**src/core/msc_regs.vh**
```
// register map and field layout of the misc sfr cluster
// assumes an 8-bit register address and 8-bit data
`ifndef MSC_REGS_VH
`define MSC_REGS_VH

// ----------------------------------------------------------------
// register offsets
// ----------------------------------------------------------------
`define MSC_OFS_ADC_SEL     8'h8C
`define MSC_OFS_EDGE_CTRL   8'h8D
`define MSC_OFS_CLK_CTRL    8'h8E
`define MSC_OFS_PRESCALE    8'h8F
`define MSC_OFS_PORT_ONE    8'h90
`define MSC_OFS_IRQ_FLAG    8'h91

// ----------------------------------------------------------------
// field positions and reset values
// ----------------------------------------------------------------
`define MSC_WDT_SEL_HI      7
`define MSC_WDT_SEL_LO      6
`define MSC_STRETCH_HI      2
`define MSC_STRETCH_LO      0
`define MSC_PRE_HI          1
`define MSC_PRE_LO          0
`define MSC_FLAG_HI         7
`define MSC_FLAG_LO         4
`define MSC_RST_STRETCH     3'h1
`define MSC_RST_PORT        8'hFF
`define MSC_RST_BYTE        8'h00
`define MSC_MOVE_BASE       4'h2

// ----------------------------------------------------------------
// prescale codes and divide counts
// ----------------------------------------------------------------
`define MSC_PRE_DIV1        2'h0
`define MSC_PRE_DIV4        2'h1
`define MSC_PRE_DIV16       2'h2
`define MSC_PRE_DIV32       2'h3
`define MSC_DIV4_LAST       5'h03
`define MSC_DIV16_LAST      5'h0F
`define MSC_DIV32_LAST      5'h1F

// ----------------------------------------------------------------
// watchdog timing
// ----------------------------------------------------------------
`define MSC_WDT_EXP0        17
`define MSC_WDT_EXP1        20
`define MSC_WDT_EXP2        23
`define MSC_WDT_EXP3        26
`define MSC_WDT_RST_EXTRA   27'h000_0200
`define MSC_WDT_W           27

// ----------------------------------------------------------------
// edge select codes for interrupts 3 to 5
// ----------------------------------------------------------------
`define MSC_EDGE_RISE       2'h0
`define MSC_EDGE_FALL       2'h1

`endif

```
**src/core/msc_wdt_timer.v**
```verilog
// watchdog time-out counter with selectable interrupt period
// assumes run and restart come from the clock domain of clk
`include "msc_regs.vh"
`default_nettype none

module msc_wdt_timer #(
    parameter EXP0 = `MSC_WDT_EXP0,
    parameter EXP1 = `MSC_WDT_EXP1,
    parameter EXP2 = `MSC_WDT_EXP2,
    parameter EXP3 = `MSC_WDT_EXP3
) (
    input  wire       clk,          // system clock
    input  wire       resetn,       // async reset, active low
    input  wire       run,          // counter enable
    input  wire       restart,      // clears the count
    input  wire [1:0] sel,          // period select
    output reg        irq_pulse_q,  // interrupt time-out, one cycle
    output reg        rst_pulse_q   // reset time-out, one cycle
);

    reg  [`MSC_WDT_W-1:0] cnt_q;
    wire [`MSC_WDT_W-1:0] irq_at;
    wire [`MSC_WDT_W-1:0] rst_at;

    // ----------------------------------------------------------------
    // limits
    // ----------------------------------------------------------------
    function [`MSC_WDT_W-1:0] wdt_limit;
        input [1:0] s;
        begin
            case (s)
                2'h0:    wdt_limit = {{(`MSC_WDT_W-1){1'b0}}, 1'b1} << EXP0;
                2'h1:    wdt_limit = {{(`MSC_WDT_W-1){1'b0}}, 1'b1} << EXP1;
                2'h2:    wdt_limit = {{(`MSC_WDT_W-1){1'b0}}, 1'b1} << EXP2;
                default: wdt_limit = {{(`MSC_WDT_W-1){1'b0}}, 1'b1} << EXP3;
            endcase
        end
    endfunction

    assign irq_at = wdt_limit(sel);
    assign rst_at = irq_at + `MSC_WDT_RST_EXTRA;

    // pulses mark the clock in which the count of elapsed clocks reaches the limit
    always @(posedge clk or negedge resetn) begin
        if (!resetn) begin
            cnt_q       <= {`MSC_WDT_W{1'b0}};
            irq_pulse_q <= 1'b0;
            rst_pulse_q <= 1'b0;
        end else if (restart || !run) begin
            cnt_q       <= {`MSC_WDT_W{1'b0}};
            irq_pulse_q <= 1'b0;
            rst_pulse_q <= 1'b0;
        end else begin
            cnt_q       <= cnt_q + {{(`MSC_WDT_W-1){1'b0}}, 1'b1};
            irq_pulse_q <= (cnt_q + {{(`MSC_WDT_W-1){1'b0}}, 1'b1}) == irq_at;
            rst_pulse_q <= (cnt_q + {{(`MSC_WDT_W-1){1'b0}}, 1'b1}) == rst_at;
        end
    end

endmodule // msc_wdt_timer

`default_nettype wire

```
**src/core/msc_sfr_cluster.v**
```verilog
// misc special-function register cluster: clock control, port one,
// external interrupt flags, timer 3 prescaler and watchdog period.
// assumes a single-cycle strobe register port and pins synchronous to clk.
//
// Notes on behaviour
// - watchdog interrupt time-out is 2^17, 2^20, 2^23 or 2^26 clocks by code
// - watchdog reset time-out comes exactly 512 clocks after the interrupt one
// - stretch value N makes external data moves last N plus 2 machine cycles
// - stretch resets to 1, giving three-cycle external data moves
// - ordinary port read returns the sampled pin levels
// - read-modify-write read returns the output latch instead
// - bit0 timer 2 pin, bit1 brake input, bits 2 and 3 second uart
// - flags 3 to 5 in bits 5 to 7 set on chosen rising, falling or both edges
// - flag 2 in bit 4 sets on rising edges only
`include "msc_regs.vh"
`default_nettype none

module msc_sfr_cluster #(
    parameter WDT_EXP0 = `MSC_WDT_EXP0,
    parameter WDT_EXP1 = `MSC_WDT_EXP1,
    parameter WDT_EXP2 = `MSC_WDT_EXP2,
    parameter WDT_EXP3 = `MSC_WDT_EXP3
) (
    input  wire       clk,                // 100 MHz system clock
    input  wire       resetn,             // async reset, active low
    input  wire [7:0] reg_addr,           // register address
    input  wire [7:0] reg_wdata,          // write data
    input  wire       reg_wr,             // write strobe
    input  wire       reg_rd,             // read strobe
    input  wire       reg_rd_rmw,         // read belongs to read-modify-write
    output reg  [7:0] reg_rdata_q,        // read data, cycle after strobe
    input  wire [7:0] pad_in,             // port one pin levels
    output reg  [7:0] pad_out_q,          // port one drive value
    output reg  [7:0] pad_oe_n_q,         // port one enable, low drives
    output reg  [7:0] adc_chan_en_q,      // analog channel n uses pin n
    input  wire       timer2_ext_out,     // timer 2 output to pin 0
    input  wire       timer2_ext_oen,     // timer 2 drives pin 0
    input  wire       uart_b_tx,          // second uart transmit data
    input  wire       uart_b_tx_en,       // second uart owns pin 3
    output reg        timer2_ext_pin_q,   // pin 0 level to timer 2
    output reg        pwm_brake_in_q,     // pin 1 level to pwm brake
    output reg        uart_b_rx_q,        // pin 2 level to second uart
    input  wire       ext_irq_two_pin,    // external interrupt 2 pin
    input  wire       ext_irq_three_pin,  // external interrupt 3 pin
    input  wire       ext_irq_four_pin,   // external interrupt 4 pin
    input  wire       ext_irq_five_pin,   // external interrupt 5 pin
    input  wire [3:0] irq_ack,            // acknowledge, bit0 is flag 2
    output reg  [3:0] ext_irq_flags_q,    // flags 2 to 5 to interrupt logic
    output reg  [2:0] stretch_count_q,    // external data move stretch
    output reg  [3:0] move_cyc_q,         // machine cycles per data move
    output reg        tmr3_tick_q,        // timer 3 clock enable pulse
    input  wire       wdt_run,            // watchdog running
    input  wire       wdt_restart,        // watchdog restart
    output reg        wdt_irq_q,          // watchdog interrupt time-out
    output reg        wdt_rst_q           // watchdog reset time-out
);

    // ----------------------------------------------------------------
    // state
    // ----------------------------------------------------------------
    reg  [7:0] clk_ctrl_q;      // watchdog period and stretch
    reg  [1:0] prescale_q;      // timer 3 prescale code
    reg  [7:0] port_one_latch_q;
    reg  [7:0] adc_sel_q;
    reg  [5:0] edge_ctrl_q;     // two bits each for interrupts 3 to 5
    reg  [3:0] flag_q;
    reg  [3:0] flag_d;
    reg  [3:0] pin_prev_q;
    reg  [4:0] div_cnt_q;
    reg  [7:0] rdata_d;
    reg  [7:0] drive_low;
    wire [3:0] pin_now;
    wire [3:0] rise;
    wire [3:0] fall;
    wire [3:0] hit;
    wire [4:0] div_last;
    wire       wdt_irq_w;
    wire       wdt_rst_w;

    // ----------------------------------------------------------------
    // helpers
    // ----------------------------------------------------------------
    function [4:0] pre_last;
        input [1:0] code;
        begin
            case (code)
                `MSC_PRE_DIV1:  pre_last = 5'h00;
                `MSC_PRE_DIV4:  pre_last = `MSC_DIV4_LAST;
                `MSC_PRE_DIV16: pre_last = `MSC_DIV16_LAST;
                default:        pre_last = `MSC_DIV32_LAST;
            endcase
        end
    endfunction

    function edge_hit;
        input [1:0] mode;
        input       r;
        input       f;
        begin
            case (mode)
                `MSC_EDGE_RISE: edge_hit = r;
                `MSC_EDGE_FALL: edge_hit = f;
                default:        edge_hit = r | f;
            endcase
        end
    endfunction

    function is_wr;
        input [7:0] ofs;
        begin
            is_wr = reg_wr && (reg_addr == ofs);
        end
    endfunction

    // ----------------------------------------------------------------
    // control registers
    // ----------------------------------------------------------------
    // stretch default one
    always @(posedge clk or negedge resetn) begin
        if (!resetn) begin
            clk_ctrl_q       <= {5'h00, `MSC_RST_STRETCH};
            prescale_q       <= 2'h0;
            port_one_latch_q <= `MSC_RST_PORT;
            adc_sel_q        <= `MSC_RST_BYTE;
            edge_ctrl_q      <= 6'h00;
        end else begin
            // bits 5..3 of the clock control are other blocks' fields, held zero here
            if (is_wr(`MSC_OFS_CLK_CTRL)) begin
                clk_ctrl_q <= {reg_wdata[`MSC_WDT_SEL_HI:`MSC_WDT_SEL_LO], 3'h0,
                               reg_wdata[`MSC_STRETCH_HI:`MSC_STRETCH_LO]};
            end
            if (is_wr(`MSC_OFS_PRESCALE)) begin
                prescale_q <= reg_wdata[`MSC_PRE_HI:`MSC_PRE_LO];
            end
            if (is_wr(`MSC_OFS_PORT_ONE)) begin
                port_one_latch_q <= reg_wdata;
            end
            if (is_wr(`MSC_OFS_ADC_SEL)) begin
                adc_sel_q <= reg_wdata;
            end
            if (is_wr(`MSC_OFS_EDGE_CTRL)) begin
                edge_ctrl_q <= reg_wdata[5:0];
            end
        end
    end

    always @(posedge clk or negedge resetn) begin
        if (!resetn) begin
            stretch_count_q <= `MSC_RST_STRETCH;
            move_cyc_q      <= `MSC_MOVE_BASE + {1'b0, `MSC_RST_STRETCH};
        end else begin
            stretch_count_q <= clk_ctrl_q[`MSC_STRETCH_HI:`MSC_STRETCH_LO];
            move_cyc_q      <= `MSC_MOVE_BASE +
                               {1'b0, clk_ctrl_q[`MSC_STRETCH_HI:`MSC_STRETCH_LO]};
        end
    end

    // ----------------------------------------------------------------
    // timer 3 prescaler
    // ----------------------------------------------------------------
    assign div_last = pre_last(prescale_q);

    // prescaled timer 3 enable
    // a code change restarts the count so the first tick is never short by a wrap
    always @(posedge clk or negedge resetn) begin
        if (!resetn) begin
            div_cnt_q   <= 5'h00;
            tmr3_tick_q <= 1'b0;
        end else if (is_wr(`MSC_OFS_PRESCALE)) begin
            div_cnt_q   <= 5'h00;
            tmr3_tick_q <= 1'b0;
        end else if (div_cnt_q >= div_last) begin
            div_cnt_q   <= 5'h00;
            tmr3_tick_q <= 1'b1;
        end else begin
            div_cnt_q   <= div_cnt_q + 5'h01;
            tmr3_tick_q <= 1'b0;
        end
    end

    // ----------------------------------------------------------------
    // port one pins
    // ----------------------------------------------------------------
    // alternate outputs merge
    // quasi-bidirectional: a pin is pulled low when latch or alternate says zero, unless adc_sel_q selects it for its analog channel
    always @* begin
        drive_low    = ~port_one_latch_q;
        drive_low[0] = ~port_one_latch_q[0] | (timer2_ext_oen & ~timer2_ext_out);
        drive_low[3] = ~port_one_latch_q[3] | (uart_b_tx_en & ~uart_b_tx);
    end

    always @(posedge clk or negedge resetn) begin
        if (!resetn) begin
            pad_out_q     <= 8'h00;
            pad_oe_n_q    <= 8'hFF;
            adc_chan_en_q <= 8'h00;
        end else begin
            pad_out_q     <= 8'h00;
            pad_oe_n_q    <= ~drive_low | adc_sel_q;
            adc_chan_en_q <= adc_sel_q;
        end
    end

    always @(posedge clk or negedge resetn) begin
        if (!resetn) begin
            timer2_ext_pin_q <= 1'b1;
            pwm_brake_in_q   <= 1'b1;
            uart_b_rx_q      <= 1'b1;
        end else begin
            timer2_ext_pin_q <= pad_in[0];
            pwm_brake_in_q   <= pad_in[1];
            uart_b_rx_q      <= pad_in[2];
        end
    end

    // ----------------------------------------------------------------
    // external interrupt flags
    // ----------------------------------------------------------------
    assign pin_now = {ext_irq_five_pin, ext_irq_four_pin, ext_irq_three_pin,
                      ext_irq_two_pin};
    assign rise    = pin_now & ~pin_prev_q;
    assign fall    = ~pin_now & pin_prev_q;

    assign hit[0] = rise[0];
    assign hit[1] = edge_hit(edge_ctrl_q[1:0], rise[1], fall[1]);
    assign hit[2] = edge_hit(edge_ctrl_q[3:2], rise[2], fall[2]);
    assign hit[3] = edge_hit(edge_ctrl_q[5:4], rise[3], fall[3]);

    always @* begin
        flag_d = flag_q & ~irq_ack;
        if (is_wr(`MSC_OFS_IRQ_FLAG)) begin
            flag_d = reg_wdata[`MSC_FLAG_HI:`MSC_FLAG_LO] & ~irq_ack;
        end
        flag_d = flag_d | hit;
    end

    // previous pin levels start high so a pin held high from reset is not a rising edge
    always @(posedge clk or negedge resetn) begin
        if (!resetn) begin
            pin_prev_q      <= 4'hF;
            flag_q          <= 4'h0;
            ext_irq_flags_q <= 4'h0;
        end else begin
            pin_prev_q      <= pin_now;
            flag_q          <= flag_d;
            ext_irq_flags_q <= flag_d;
        end
    end

    // ----------------------------------------------------------------
    // watchdog
    // ----------------------------------------------------------------
    msc_wdt_timer #(
        .EXP0 (WDT_EXP0),
        .EXP1 (WDT_EXP1),
        .EXP2 (WDT_EXP2),
        .EXP3 (WDT_EXP3)
    ) u_wdt (
        .clk         (clk),
        .resetn      (resetn),
        .run         (wdt_run),
        .restart     (wdt_restart),
        .sel         (clk_ctrl_q[`MSC_WDT_SEL_HI:`MSC_WDT_SEL_LO]),
        .irq_pulse_q (wdt_irq_w),
        .rst_pulse_q (wdt_rst_w)
    );

    always @(posedge clk or negedge resetn) begin
        if (!resetn) begin
            wdt_irq_q <= 1'b0;
            wdt_rst_q <= 1'b0;
        end else begin
            wdt_irq_q <= wdt_irq_w;
            wdt_rst_q <= wdt_rst_w;
        end
    end

    // ----------------------------------------------------------------
    // read path
    // ----------------------------------------------------------------
    // pins on plain read
    always @* begin
        case (reg_addr)
            `MSC_OFS_ADC_SEL:   rdata_d = adc_sel_q;
            `MSC_OFS_EDGE_CTRL: rdata_d = {2'h0, edge_ctrl_q};
            `MSC_OFS_CLK_CTRL:  rdata_d = clk_ctrl_q;
            `MSC_OFS_PRESCALE:  rdata_d = {6'h00, prescale_q};
            `MSC_OFS_PORT_ONE:  rdata_d = reg_rd_rmw ? port_one_latch_q : pad_in;
            `MSC_OFS_IRQ_FLAG:  rdata_d = {flag_q, 4'h0};
            default:            rdata_d = 8'h00;
        endcase
    end

    // data stand only in the cycle after the strobe, zero otherwise
    always @(posedge clk or negedge resetn) begin
        if (!resetn) begin
            reg_rdata_q <= 8'h00;
        end else if (reg_rd) begin
            reg_rdata_q <= rdata_d;
        end else begin
            reg_rdata_q <= 8'h00;
        end
    end

endmodule // msc_sfr_cluster

`default_nettype wire

```
**config.mk**
```make
export PLATFORM = sky130hd
export DESIGN_NAME = msc_sfr_cluster
export DESIGN_NICKNAME = d
export VERILOG_FILES = /design/src/core/msc_wdt_timer.v /design/src/core/msc_sfr_cluster.v
export VERILOG_INCLUDE_DIRS = /design/src /design/src/core
export SDC_FILE = /design/constraint.sdc
export NUM_CORES = 1
export LEC_CHECK = 0
export BUFFER_PORTS_ARGS = -buffer_cell sky130_fd_sc_hd__clkbuf_2
export CORE_UTILIZATION = 35
export DETAILED_ROUTE_END_ITERATION = 16
export SLEW_MARGIN = 5
export SYNTH_ARGS = -nofsm -noshare
export SYNTH_HDL_FRONTEND = slang
export SYNTH_SLANG_ARGS = --single-unit
```
**constraint.sdc**
```tcl
create_clock -name clk -period 3.05 [get_ports clk]
set_input_delay 0.305 -clock clk [delete_from_list [all_inputs] [get_ports clk]]
set_output_delay 0.305 -clock clk [all_outputs]
set_load 0.1 [all_outputs]
```
==> impl_metrics.json, run 1 <==
{
  "die_area_mm2": 0.0152,
  "r2r-end": "u_wdt.irq_pulse_q$_DFF_PN0_",
  "drv_slew": 0,
  "clk_pin_slew_ps": 70,
  "diodes": 0,
  "cts_made_buffers": 9,
  "hpwl_um": 8080,
  "drt_iter0_drc": 182,
  "endpoint": "u_wdt.irq_pulse_q$_DFF_PN0_",
  "yosys-mux-area-fraction_pct": 10.8,
  "synth_edf_count": 0,
  "wl_per_cell_um": 15.4,
  "synth_xor_area_share_pct": 5.80,
  "yosys.area_share.simple_pct": 16.5,
  "r2r_start": "u_wdt.cnt_q[0]$_DFF_PN0_",
  "worstSetupPathDepth": 7,
  "reg2reg_slack_ps": 580,
  "vias_per_cell": 4.99,
  "postSynthCellCount": 465,
  "dp_slack_ps": 624,
  "coreArea_mm2": 0.0141,
  "gp_congestion": 0.883,
  "htreeDepth": 3,
  "dp.cells": 711,
  "async_flop_share_pct": 100,
  "ios": 92,
  "die_h_um": 123,
  "synth.top_cell.area_share_pct": 39.3,
  "die_x_um": 123,
  "grt_pass1_vias": 3516,
  "syn_area_mm2": 0.00515,
  "ys_ff_latch": 107,
  "skew_ps": 7.74,
  "layout-drive-gt1-share_pct": 32.4,
  "r2r_cells": 7,
  "end_kind": "flip-flop",
  "cp_max_fo": 7,
  "period_needed_ps": 2470,
  "synth_top_flop_cell": "dfrtp_1",
  "yosys.area.top_type": "dfrtp_1",
  "ys_seq_area_share_pct": 52.6,
  "clkSinkCount": 107,
  "rsz0062_at_grt": "no",
  "gr-total-overflow": 0,
  "path_delay_family": "simple AND/OR/NAND/NOR gates",
  "clkLatencyLatePin_ps": 360,
  "avgSynthCellArea_um2": 11.1,
  "synth_most_common_cell": "dfrtp_1",
  "cts-root-buf": "clkbuf_16",
  "routed_wl_um": 11200,
  "vias": 3629,
  "start_util_pct": 36.6,
  "slowest_stage": "nor4b_1",
  "tightest_slew_ps": 724,
  "slowest_delay_ps": 590,
  "fin_nets": 600,
  "status": "finished clean",
  "portBuffers": 83,
  "stdcell_count": 727,
  "synth_top_family_by_area": "simple AND/OR/NAND/NOR gates",
  "crit_type": "flip-flop to flip-flop",
  "synth_adder_area_share_pct": 3.64,
  "grt_use_total_pct": 16.1,
  "fin_ws_ps": 576,
  "max_cap_violations": 0,
  "antenna_left": 0,
  "cts_resized": 0,
  "min_path_type": "input pin to asynchronous set/reset pin",
  "antenna_found_initial": 0,
  "timing.fmax_mhz": 404,
  "synth_compound_area_share_pct": 6.31,
  "cp.required_ps": 3300,
  "drc": 0,
  "power.density_mw_per_mm2": 568,
  "timing.critical_path.buf_inv": 0,
  "clockBufferDepth": 2,
  "fin_setup_tns_ps": 0,
  "postCtsSetupBuffers": 0,
  "synthTopCellsByCount": "dfrtp_1 (81), nor2_1 (52), nand2_1 (33), mux2_2 (30), dfstp_2 (26)",
  "area_growth_pct": 16.5,
  "crit_path_start": "u_wdt.cnt_q[0]$_DFF_PN0_",
  "cts_tree": "done",
  "ys_top_cells_by_area": "dfrtp_1 (39%), dfstp_2 (13%), mux2_2 (6.6%), mux2i_1 (4.3%), nor2_1 (3.8%)",
  "fin_crit_sh_pct": 81.1,
  "cp_data_arrival_time_ps": 2720,
  "max-vdd-ir-drop_mv": 0.305,
  "start_kind": "flip-flop",
  "row_count": 43,
  "grt_max_degree": 58,
  "final_hold_viol_count": 0,
  "yosysUniqueCellTypes": 57,
  "yosysWarnings": 0,
  "crit_chain": "ha_1 -> nand4_1 -> nor4b_1 -> xnor3_1 -> a32oi_1 -> mux2i_1 -> and3_1",
  "firstDrtPassIters": 4,
  "grt_pass1_wl_um": 18300,
  "setup_viol": 0,
  "cts_hold_buf": 0,
  "leakage_nw": 2.83,
  "slew_headroom_pct": 51.2
}
-- layout make-up --
cell class | instances | area [µm²]
clock buffers | 9 | 225
clock inverters | 7 | 73.8
fillers | 1375 | 8090
inverters | 14 | 52.6
multi-input cells | 322 | 2250
flip-flops and latches | 107 | 2710
well taps | 180 | 225
repair buffers | 88 | 468
-- how the worst min path moves through the flow --
stage                                 from                          to  cells past startpoint
2_1_floorplan                       resetn  adc_chan_en_q[0]$_DFF_PN0_                      0
3_3_place_gp   u_wdt.rst_pulse_q$_DFF_PN0_         wdt_rst_q$_DFF_PN0_                      0
3_5_place_dp   u_wdt.irq_pulse_q$_DFF_PN0_         wdt_irq_q$_DFF_PN0_                      0
4_1_cts                          pad_in[0]  timer2_ext_pin_q$_DFF_PN1_                      1
5_1_grt                          pad_in[0]  timer2_ext_pin_q$_DFF_PN1_                      1
6_report                            resetn    reg_rdata_q[7]$_DFF_PN0_                      1
-- registers in the layout, indices dropped and copies added (netlist names), 4 cells and up --
register,cells
adc_chan_en_q,8
edge_ctrl_q,6
adc_sel_q,8
clk_ctrl_q,5
move_cyc_q,4
u_wdt.cnt_q,27
flag_q,4
pad_oe_n_q,8
reg_rdata_q,8
div_cnt_q,5
port_one_latch_q,8
pin_prev_q,4
-- cell usage in the layout, fill, tap and decap left out, drive strengths merged, types with 2 or more instances in the layout --
master	synthesis	final
a21oi	10	10
nand3	11	11
o21ai	19	19
and4	4	4
or3	5	5
mux2i	22	22
and3	6	6
dfstp	26	26
nor3	9	9
or2	8	8
o21a	2	2
nand2b	9	9
nor2	52	52
conb	1	8
o31ai	2	2
buf	19	6
and2	2	2
xnor2	15	15
clkinv	0	2
nand2	33	33
inv	14	17
mux2	30	30
o211ai	3	3
nor4b	2	2
ha	15	15
xnor3	2	2
nor4	5	5
dfrtp	81	81
a21o	5	5
o22ai	4	4
nand4	12	12
xor2	14	14
a22oi	2	2
clkbuf	10	91
-- power breakdown --
part           internal (mW)  switching [mW]
registers               1.52          0.0684
logic                  0.163           0.471
clock network          0.642           0.542
total                   2.33            1.08
-- logic make-up after synthesis --
group / after synthesis
AO/OA/AOI/OAI: 53
flip-flops: 107
AND/OR/NAND/NOR: 163
multiplexers: 52
buffers and inverters: 43
adder cells (fa/ha/maj): 15
XOR/XNOR: 31
other: 1
-- stage by stage --
stage	total power, mW	hold WS (ps)	utilization, %	area (µm²)
CTS	3.47	16.2	42.6	6000
global placement	2.24	362	40.5	5700
global route	3.58	17.0	42.6	6000
floorplan	2.10	9.41	-	5180
finish	3.41	16.8	42.6	6000
detailed placement	2.26	342	40.5	5700
-- routing by layer --
layer  vias to the layer above  share of wire, %  global-route usage (%)  wire length [µm]
li1                       1740                 -                       -                 -
met1                      1794                47                    21.3              5310
met2                        80                47                    25.0              5230
met3                        15               3.8                    3.18               426
met4                         0               2.0                    8.13               227
met5                         -                 0                       0                 0
Note: power is estimated with default switching activity, not from simulation.
==> run 2, diff against run 1 <==
- ABC_AREA: unset -> 1
- clock period: 3.05 -> 2.2 ns (I/O delays scaled with it)
==> run 2 against run 1 <==
The run now ends with DRC left. Sequential power is 34% higher. Wire length is 11% higher. Worst setup slack worse by 290 ps. Fmax is 30% higher. Critical path type unchanged. Largest cell class unchanged.
==> impl_metrics.json, run 2 <==
{
  "wl_met3_um": 659,
  "antenna_left": 0,
  "clkPwrFrac_pct": 34.9,
  "path_delay_family": "compound AO/OA/AOI/OAI gates",
  "grt_pass1_vias": 4414,
  "crit_type": "flip-flop to flip-flop",
  "area_growth_pct": 19.0,
  "row_count": 44,
  "final_hold_viol_count": 0,
  "cts-root-buf": "clkbuf_16",
  "slowest_stage": "dfrtp_1",
  "power.switching_mw": 1.40,
  "final_common_cell": "nand2_1",
  "cts_made_buffers": 9,
  "vias_per_cell": 4.76,
  "firstDrtPassIters": 10,
  "wl_met2_um": 5980,
  "timing.fmax_mhz": 524,
  "syn_area_mm2": 0.00528,
  "timing.critical_path.buf_inv": 1,
  "max_cap_violations": 0,
  "ys_top_cells_by_area": "dfrtp_1 (38%), dfstp_2 (13%), nand2_1 (10%), nor2_1 (5.5%), inv_1 (5.3%)",
  "yosysUniqueCellTypes": 34,
  "start_util_pct": 36.0,
  "seq_power_share_pct": 48.3,
  "skew_ps": 7.71,
  "clockBufferDepth": 2,
  "grt_max_degree": 49,
  "layout_common_cells": "nand2_1 (142), clkbuf_2 (82), dfrtp_1 (81)",
  "status": "finished, violations left",
  "ys_seq_area_share_pct": 51.4,
  "yosysWarnings": 0,
  "gr-total-overflow": 0,
  "setup_viol": 0,
  "stdcell_count": 899,
  "power.density_mw_per_mm2": 703,
  "comb_power_share_pct": 16.8,
  "die_h_um": 125,
  "max-vdd-ir-drop_mv": 0.437,
  "leakage_nw": 3.10,
  "htreeDepth": 3,
  "synthTopCellsByCount": "nand2_1 (143), dfrtp_1 (81), nor2_1 (77), inv_1 (74), o21ai_0 (46)",
  "drv_slew": 0,
  "cp_data_arrival_time_ps": 2200,
  "fillers": 1467,
  "ios": 92,
  "ys_ff_latch": 107,
  "cp_max_fo": 5,
  "grt_use_total_pct": 17.2,
  "fin_crit_sh_pct": 86.8,
  "rsz0062_at_grt": "no",
  "coreArea_mm2": 0.0146,
  "clkLatencyLatePin_ps": 360,
  "routed_wl_um": 12400,
  "synth_top_flop_cell": "dfrtp_1",
  "drc": 2,
  "clkSinkCount": 107,
  "die_area_mm2": 0.0156,
  "postCtsSetupBuffers": 0,
  "synth_edf_count": 0,
  "vias": 4277,
  "largest_register_ffs": 27,
  "start_kind": "flip-flop",
  "slew_headroom_pct": 34.3,
  "fin_nets": 768,
  "min_path_type": "input pin to flip-flop",
  "drt_iter0_drc": 219,
  "period_needed_ps": 1910,
  "swShare_pct": 31.8,
  "crit_chain": "nor2_1 -> inv_1 -> ha_1 -> o21a_1 -> o21a_1 -> o21ai_0 -> nand2_1 -> a21oi_2 -> nand2_2 -> nor2_1",
  "cp.required_ps": 2490,
  "end_kind": "flip-flop",
  "regMostFlops": "u_wdt.cnt_q",
  "hpwl_um": 9410,
  "fin_setup_tns_ps": 0,
  "synth.top_cell.area_share_pct": 38.4,
  "wl_met1_um": 5500,
  "antenna_found_initial": 0,
  "postSynthCellCount": 610,
  "layout-drive-gt1-share_pct": 24.2,
  "async_flop_share_pct": 100,
  "gp_congestion": 0.874,
  "synth_most_common_cell": "nand2_1",
  "dp.cells": 875,
  "highest_layer": "met4",
  "wl_per_cell_um": 13.8,
  "slowest_delay_ps": 420,
  "diodes": 0,
  "die_x_um": 125,
  "avgSynthCellArea_um2": 8.65,
  "yosys.area.top_type": "dfrtp_1",
  "grt_pass1_wl_um": 21000,
  "violations": "DRC",
  "portBuffers": 83,
  "tightest_slew_ps": 982,
  "intPower_mw": 3.01,
  "clk_pin_slew_ps": 70,
  "cts_tree": "done"
}
==> run 2: worst paths after layout <==
kind / start / to / slack [ps] / cells past startpoint
worst min-delay path: timer2_ext_out / pad_oe_n_q[0]$_DFF_PN1_ / 90 / 3
worst max register to register: prescale_q[1]$_DFFE_PN0P_ / div_cnt_q[1]$_DFF_PN0_ / 290 / 10
min in group asynchronous: resetn / u_wdt.cnt_q[13]$_DFF_PN0_ / 450 / 2
worst max-delay path: prescale_q[1]$_DFFE_PN0P_ / div_cnt_q[1]$_DFF_PN0_ / 290 / 10
max in group asynchronous: resetn / port_one_latch_q[7]$_DFFE_PN1P_ / 1030 / 3
worst min register to register: u_wdt.rst_pulse_q$_DFF_PN0_ / wdt_rst_q$_DFF_PN0_ / 350 / 0
==> run 2: through the flow <==
step	hold slack [ps]	instance area [µm²]	utilization (%)	total power, mW	setup WS (ps)
global route	130	6280	42.9	4.59	59.8
CTS	88.2	6270	42.8	4.46	233
finish	93.1	6280	42.9	4.41	291
detailed placement	296	5920	40.4	2.90	258
global placement	288	5920	40.4	2.88	375
floorplan	-75.6	5300	-	2.71	443
==> run 2: timing repair <==
| item | 4_1_cts | 5_1_grt |
|---|---|---|
| hold endpoints to repair | 41 | 0 |
| hold buffers | 8 | 0 |
| gates resized for setup | 0 | 3 |
| endpoints found under the setup margin | 0 | 5 |
==> run 2: layer usage <==
layer | GRT usage [%] | vias to the layer above
met5 | 0 | -
met4 | 7.55 | 0
met3 | 4.08 | 16
met2 | 28.9 | 111
met1 | 20.9 | 2032
li1 | - | 2118
==> run 2: logic make-up (layout without fill, tap and decap cells) <==
kind of cell	after synthesis	after routing	share of synthesized area, %
simple gates	287	287	24.5
fa+ha+maj	15	15	3.56
flops	107	107	51.4
compound gates	78	78	8.09
mux	11	11	2.30
xor+xnor	17	17	2.82
buf+inv	94	192	7.33
other cells	1	8	0.0711
==> run 2: area by class of cell <==
| type | count | area (µm²) | share of cell area, % |
|---|---|---|---|
| clock buffers | 10 | 229 | 3.65 |
| well taps | 184 | 230 | 3.67 |
| flip-flops and latches | 107 | 2710 | 43.2 |
| repair buffers | 97 | 556 | 8.85 |
| multi-input cells | 416 | 2210 | 35.2 |
| clock inverters | 6 | 46.3 | 0.737 |
| inverters | 79 | 297 | 4.72 |
==> run 2: tightest hold or removal path: cells and delay by family <==
family / cells / cell delay, ps
AO/OA/AOI/OAI: 1 / 70
buffers and inverters: 1 / 80
AND/OR/NAND/NOR: 1 / 60
==> run 2: power groups by stage <==
stage | clock network, mW | logic, mW | registers (mW)
floorplan | 0 | 0.245 | 2.47
CTS | 1.58 | 0.743 | 2.13
global route | 1.64 | 0.803 | 2.14
detailed placement | 0 | 0.730 | 2.17
global placement | 0 | 0.715 | 2.17
finish | 1.54 | 0.741 | 2.13
==> run 3, diff against run 2 <==
- CORE_MARGIN: unset -> 10
- CORE_UTILIZATION: 35 -> 51
- PLACE_DENSITY: unset -> 0.77
==> run 3 against run 2 <==
The flow now finishes without violations. Final area fell by 2.1%. Worst setup slack got worse by 32 ps. Critical path depth did not move. Clock skew rose by 4.2 ps. Via count rose by 1.0%. Utilization rose by 17 points. Worst hold slack got worse by 29 ps. Die area fell by 4.9%. Highest routed layer unchanged.
==> impl_metrics.json, run 3 (synthesis gave the netlist of run 2 again) <==
{
  "fin_crit_sh_pct": 88.2,
  "vias_per_cell": 5.09,
  "grt_pass1_wl_um": 20600,
  "start_kind": "flip-flop",
  "gp_congestion": 0.883,
  "routed_wl_um": 12400,
  "setup_viol": 0,
  "crit_type": "flip-flop to flip-flop",
  "antenna_found_initial": 0,
  "htreeDepth": 3,
  "period_needed_ps": 1940,
  "final_common_cell": "nand2_1",
  "fillers": 873,
  "slowest_stage": "dfrtp_1",
  "diodes": 0,
  "ios": 92,
  "timing.fmax_mhz": 515,
  "final_hold_viol_count": 0,
  "multi_input_area_mm2": 0.00221,
  "cts_tree": "done",
  "row_count": 37,
  "cp.required_ps": 2530,
  "cp_data_arrival_time_ps": 2270,
  "die_area_mm2": 0.0148,
  "firstDrtPassIters": 4,
  "vias": 4321,
  "power.density_mw_per_mm2": 679,
  "postCtsSetupBuffers": 0,
  "fin_setup_tns_ps": 0,
  "portBuffers": 83,
  "slew_headroom_pct": 33.5,
  "cts-root-buf": "clkbuf_8",
  "drt_iter0_drc": 280,
  "dpl-instance-area_mm2": 0.00584,
  "end_kind": "flip-flop",
  "tightest_slew_ps": 995,
  "clkSinkCount": 107,
  "start_util_pct": 51.8,
  "die_x_um": 122,
  "max_cap_violations": 0,
  "clockBufferDepth": 2,
  "hpwl_um": 9710,
  "die_h_um": 122,
  "crit_top_cell": "o21a_1",
  "wl_per_cell_um": 14.7,
  "area_growth_pct": 16.6,
  "layout-drive-gt1-share_pct": 24.3,
  "slowest_delay_ps": 440,
  "gr-total-overflow": 0,
  "clk_pin_slew_ps": 110,
  "skew_ps": 11.9,
  "final_area_mm2": 0.00615,
  "leakage_nw": 3.07,
  "crit_chain": "nor2_2 -> inv_1 -> ha_1 -> o21a_1 -> o21a_1 -> o21ai_0 -> nand2_1 -> a21oi_2 -> nand2_2 -> nor2_1",
  "clkLatencyLatePin_ps": 390,
  "grt_use_total_pct": 17.3,
  "grt_pass1_vias": 4367,
  "regMostFlops": "u_wdt.cnt_q",
  "largest_register_ffs": 27,
  "drv_slew": 0,
  "fin_util_pct": 60.4,
  "whs_ps": 64.2,
  "layout_common_cells": "nand2_1 (142), clkbuf_2 (82), dfrtp_1 (81)",
  "max-vdd-ir-drop_mv": 0.604,
  "cp_max_fo": 5,
  "rsz0062_at_grt": "no",
  "drc": 0,
  "cts_made_buffers": 9,
  "grt_max_degree": 57,
  "antenna_left": 0,
  "fin_nets": 766,
  "min_path_type": "input pin to flip-flop",
  "status": "finished clean",
  "seq_area_mm2": 0.00271,
  "coreArea_mm2": 0.0102
}
## run 3: changes by cell type in the layout (fill, tap and decap cells not counted), moves of 2 or more
cell | previous run | this run
clkbuf_16 | 9 | 0
clkbuf_8 | 0 | 9
buf_4 | 6 | 4
clkinv_2 | 2 | 0
clkinv_4 | 0 | 2
inv_6 | 2 | 0
## run 3: final timing paths
kind                                                start                         endpoint  slack [ps]  cells after the start
worst min register to register  clk_ctrl_q[0]$_DFFE_PN1P_          move_cyc_q[0]$_DFF_PN1_         390                      0
min in group asynchronous                          resetn     stretch_count_q[1]$_DFF_PN0_         270                      2
worst min-delay path                       timer2_ext_out          pad_oe_n_q[0]$_DFF_PN1_          60                      3
worst max-delay path            prescale_q[1]$_DFFE_PN0P_           div_cnt_q[0]$_DFF_PN0_         260                     10
worst max register to register  prescale_q[1]$_DFFE_PN0P_           div_cnt_q[0]$_DFF_PN0_         260                     10
max in group asynchronous                          resetn  port_one_latch_q[3]$_DFFE_PN1P_        1190                      3
## run 3: layer usage
layer	up-vias	share of wire (%)	GRT usage (%)
li1	2107	-	-
met1	2076	41	20.1
met2	123	51	29.8
met3	15	6.3	5.41
met4	0	1.5	5.29
met5	-	0	0
## run 3: what timing repair did
action,CTS,global route
setup endpoints to repair,0,5
hold buffers,8,0
endpoints found under the hold margin,23,0
gates resized for setup,0,3
## run 3: worst max-delay path, delay by kind of cell, from the launching register on
| kind | cells | cell delay [ps] |
|---|---|---|
| AOI/OAI and AO/OA | 4 | 670 |
| and+or+nand+nor | 4 | 450 |
| DFF | 1 | 440 |
| adders and majority gates | 1 | 270 |
| buffers and inverters | 1 | 60 |
## run 3: cell type report
class	count	share of cell area (%)
flip-flops and latches	107	44.1
well taps	136	2.77
repair buffers	95	8.79
multi-input cells	416	36.0
inverters	79	4.82
clock buffers	9	2.01
clock inverters	7	1.53
## run 3: per-stage QoR
step	power, mW	setup slack [ps]	cells
4_1_cts	4.20	158	849
2_1_floorplan	2.71	443	617
3_3_place_gp	2.88	361	825
3_5_place_dp	2.90	276	825
5_1_grt	4.33	10.3	849
6_report	4.17	259	849
## run 3: power breakdown
group | switching [mW] | leakage, nW | total [mW] | internal (mW)
sequential | 0.0586 | 1.38 | 2.13 | 2.07
clock | 0.741 | 0.106 | 1.30 | 0.555
combinational | 0.590 | 1.58 | 0.747 | 0.157
total | 1.39 | 3.07 | 4.17 | 2.78
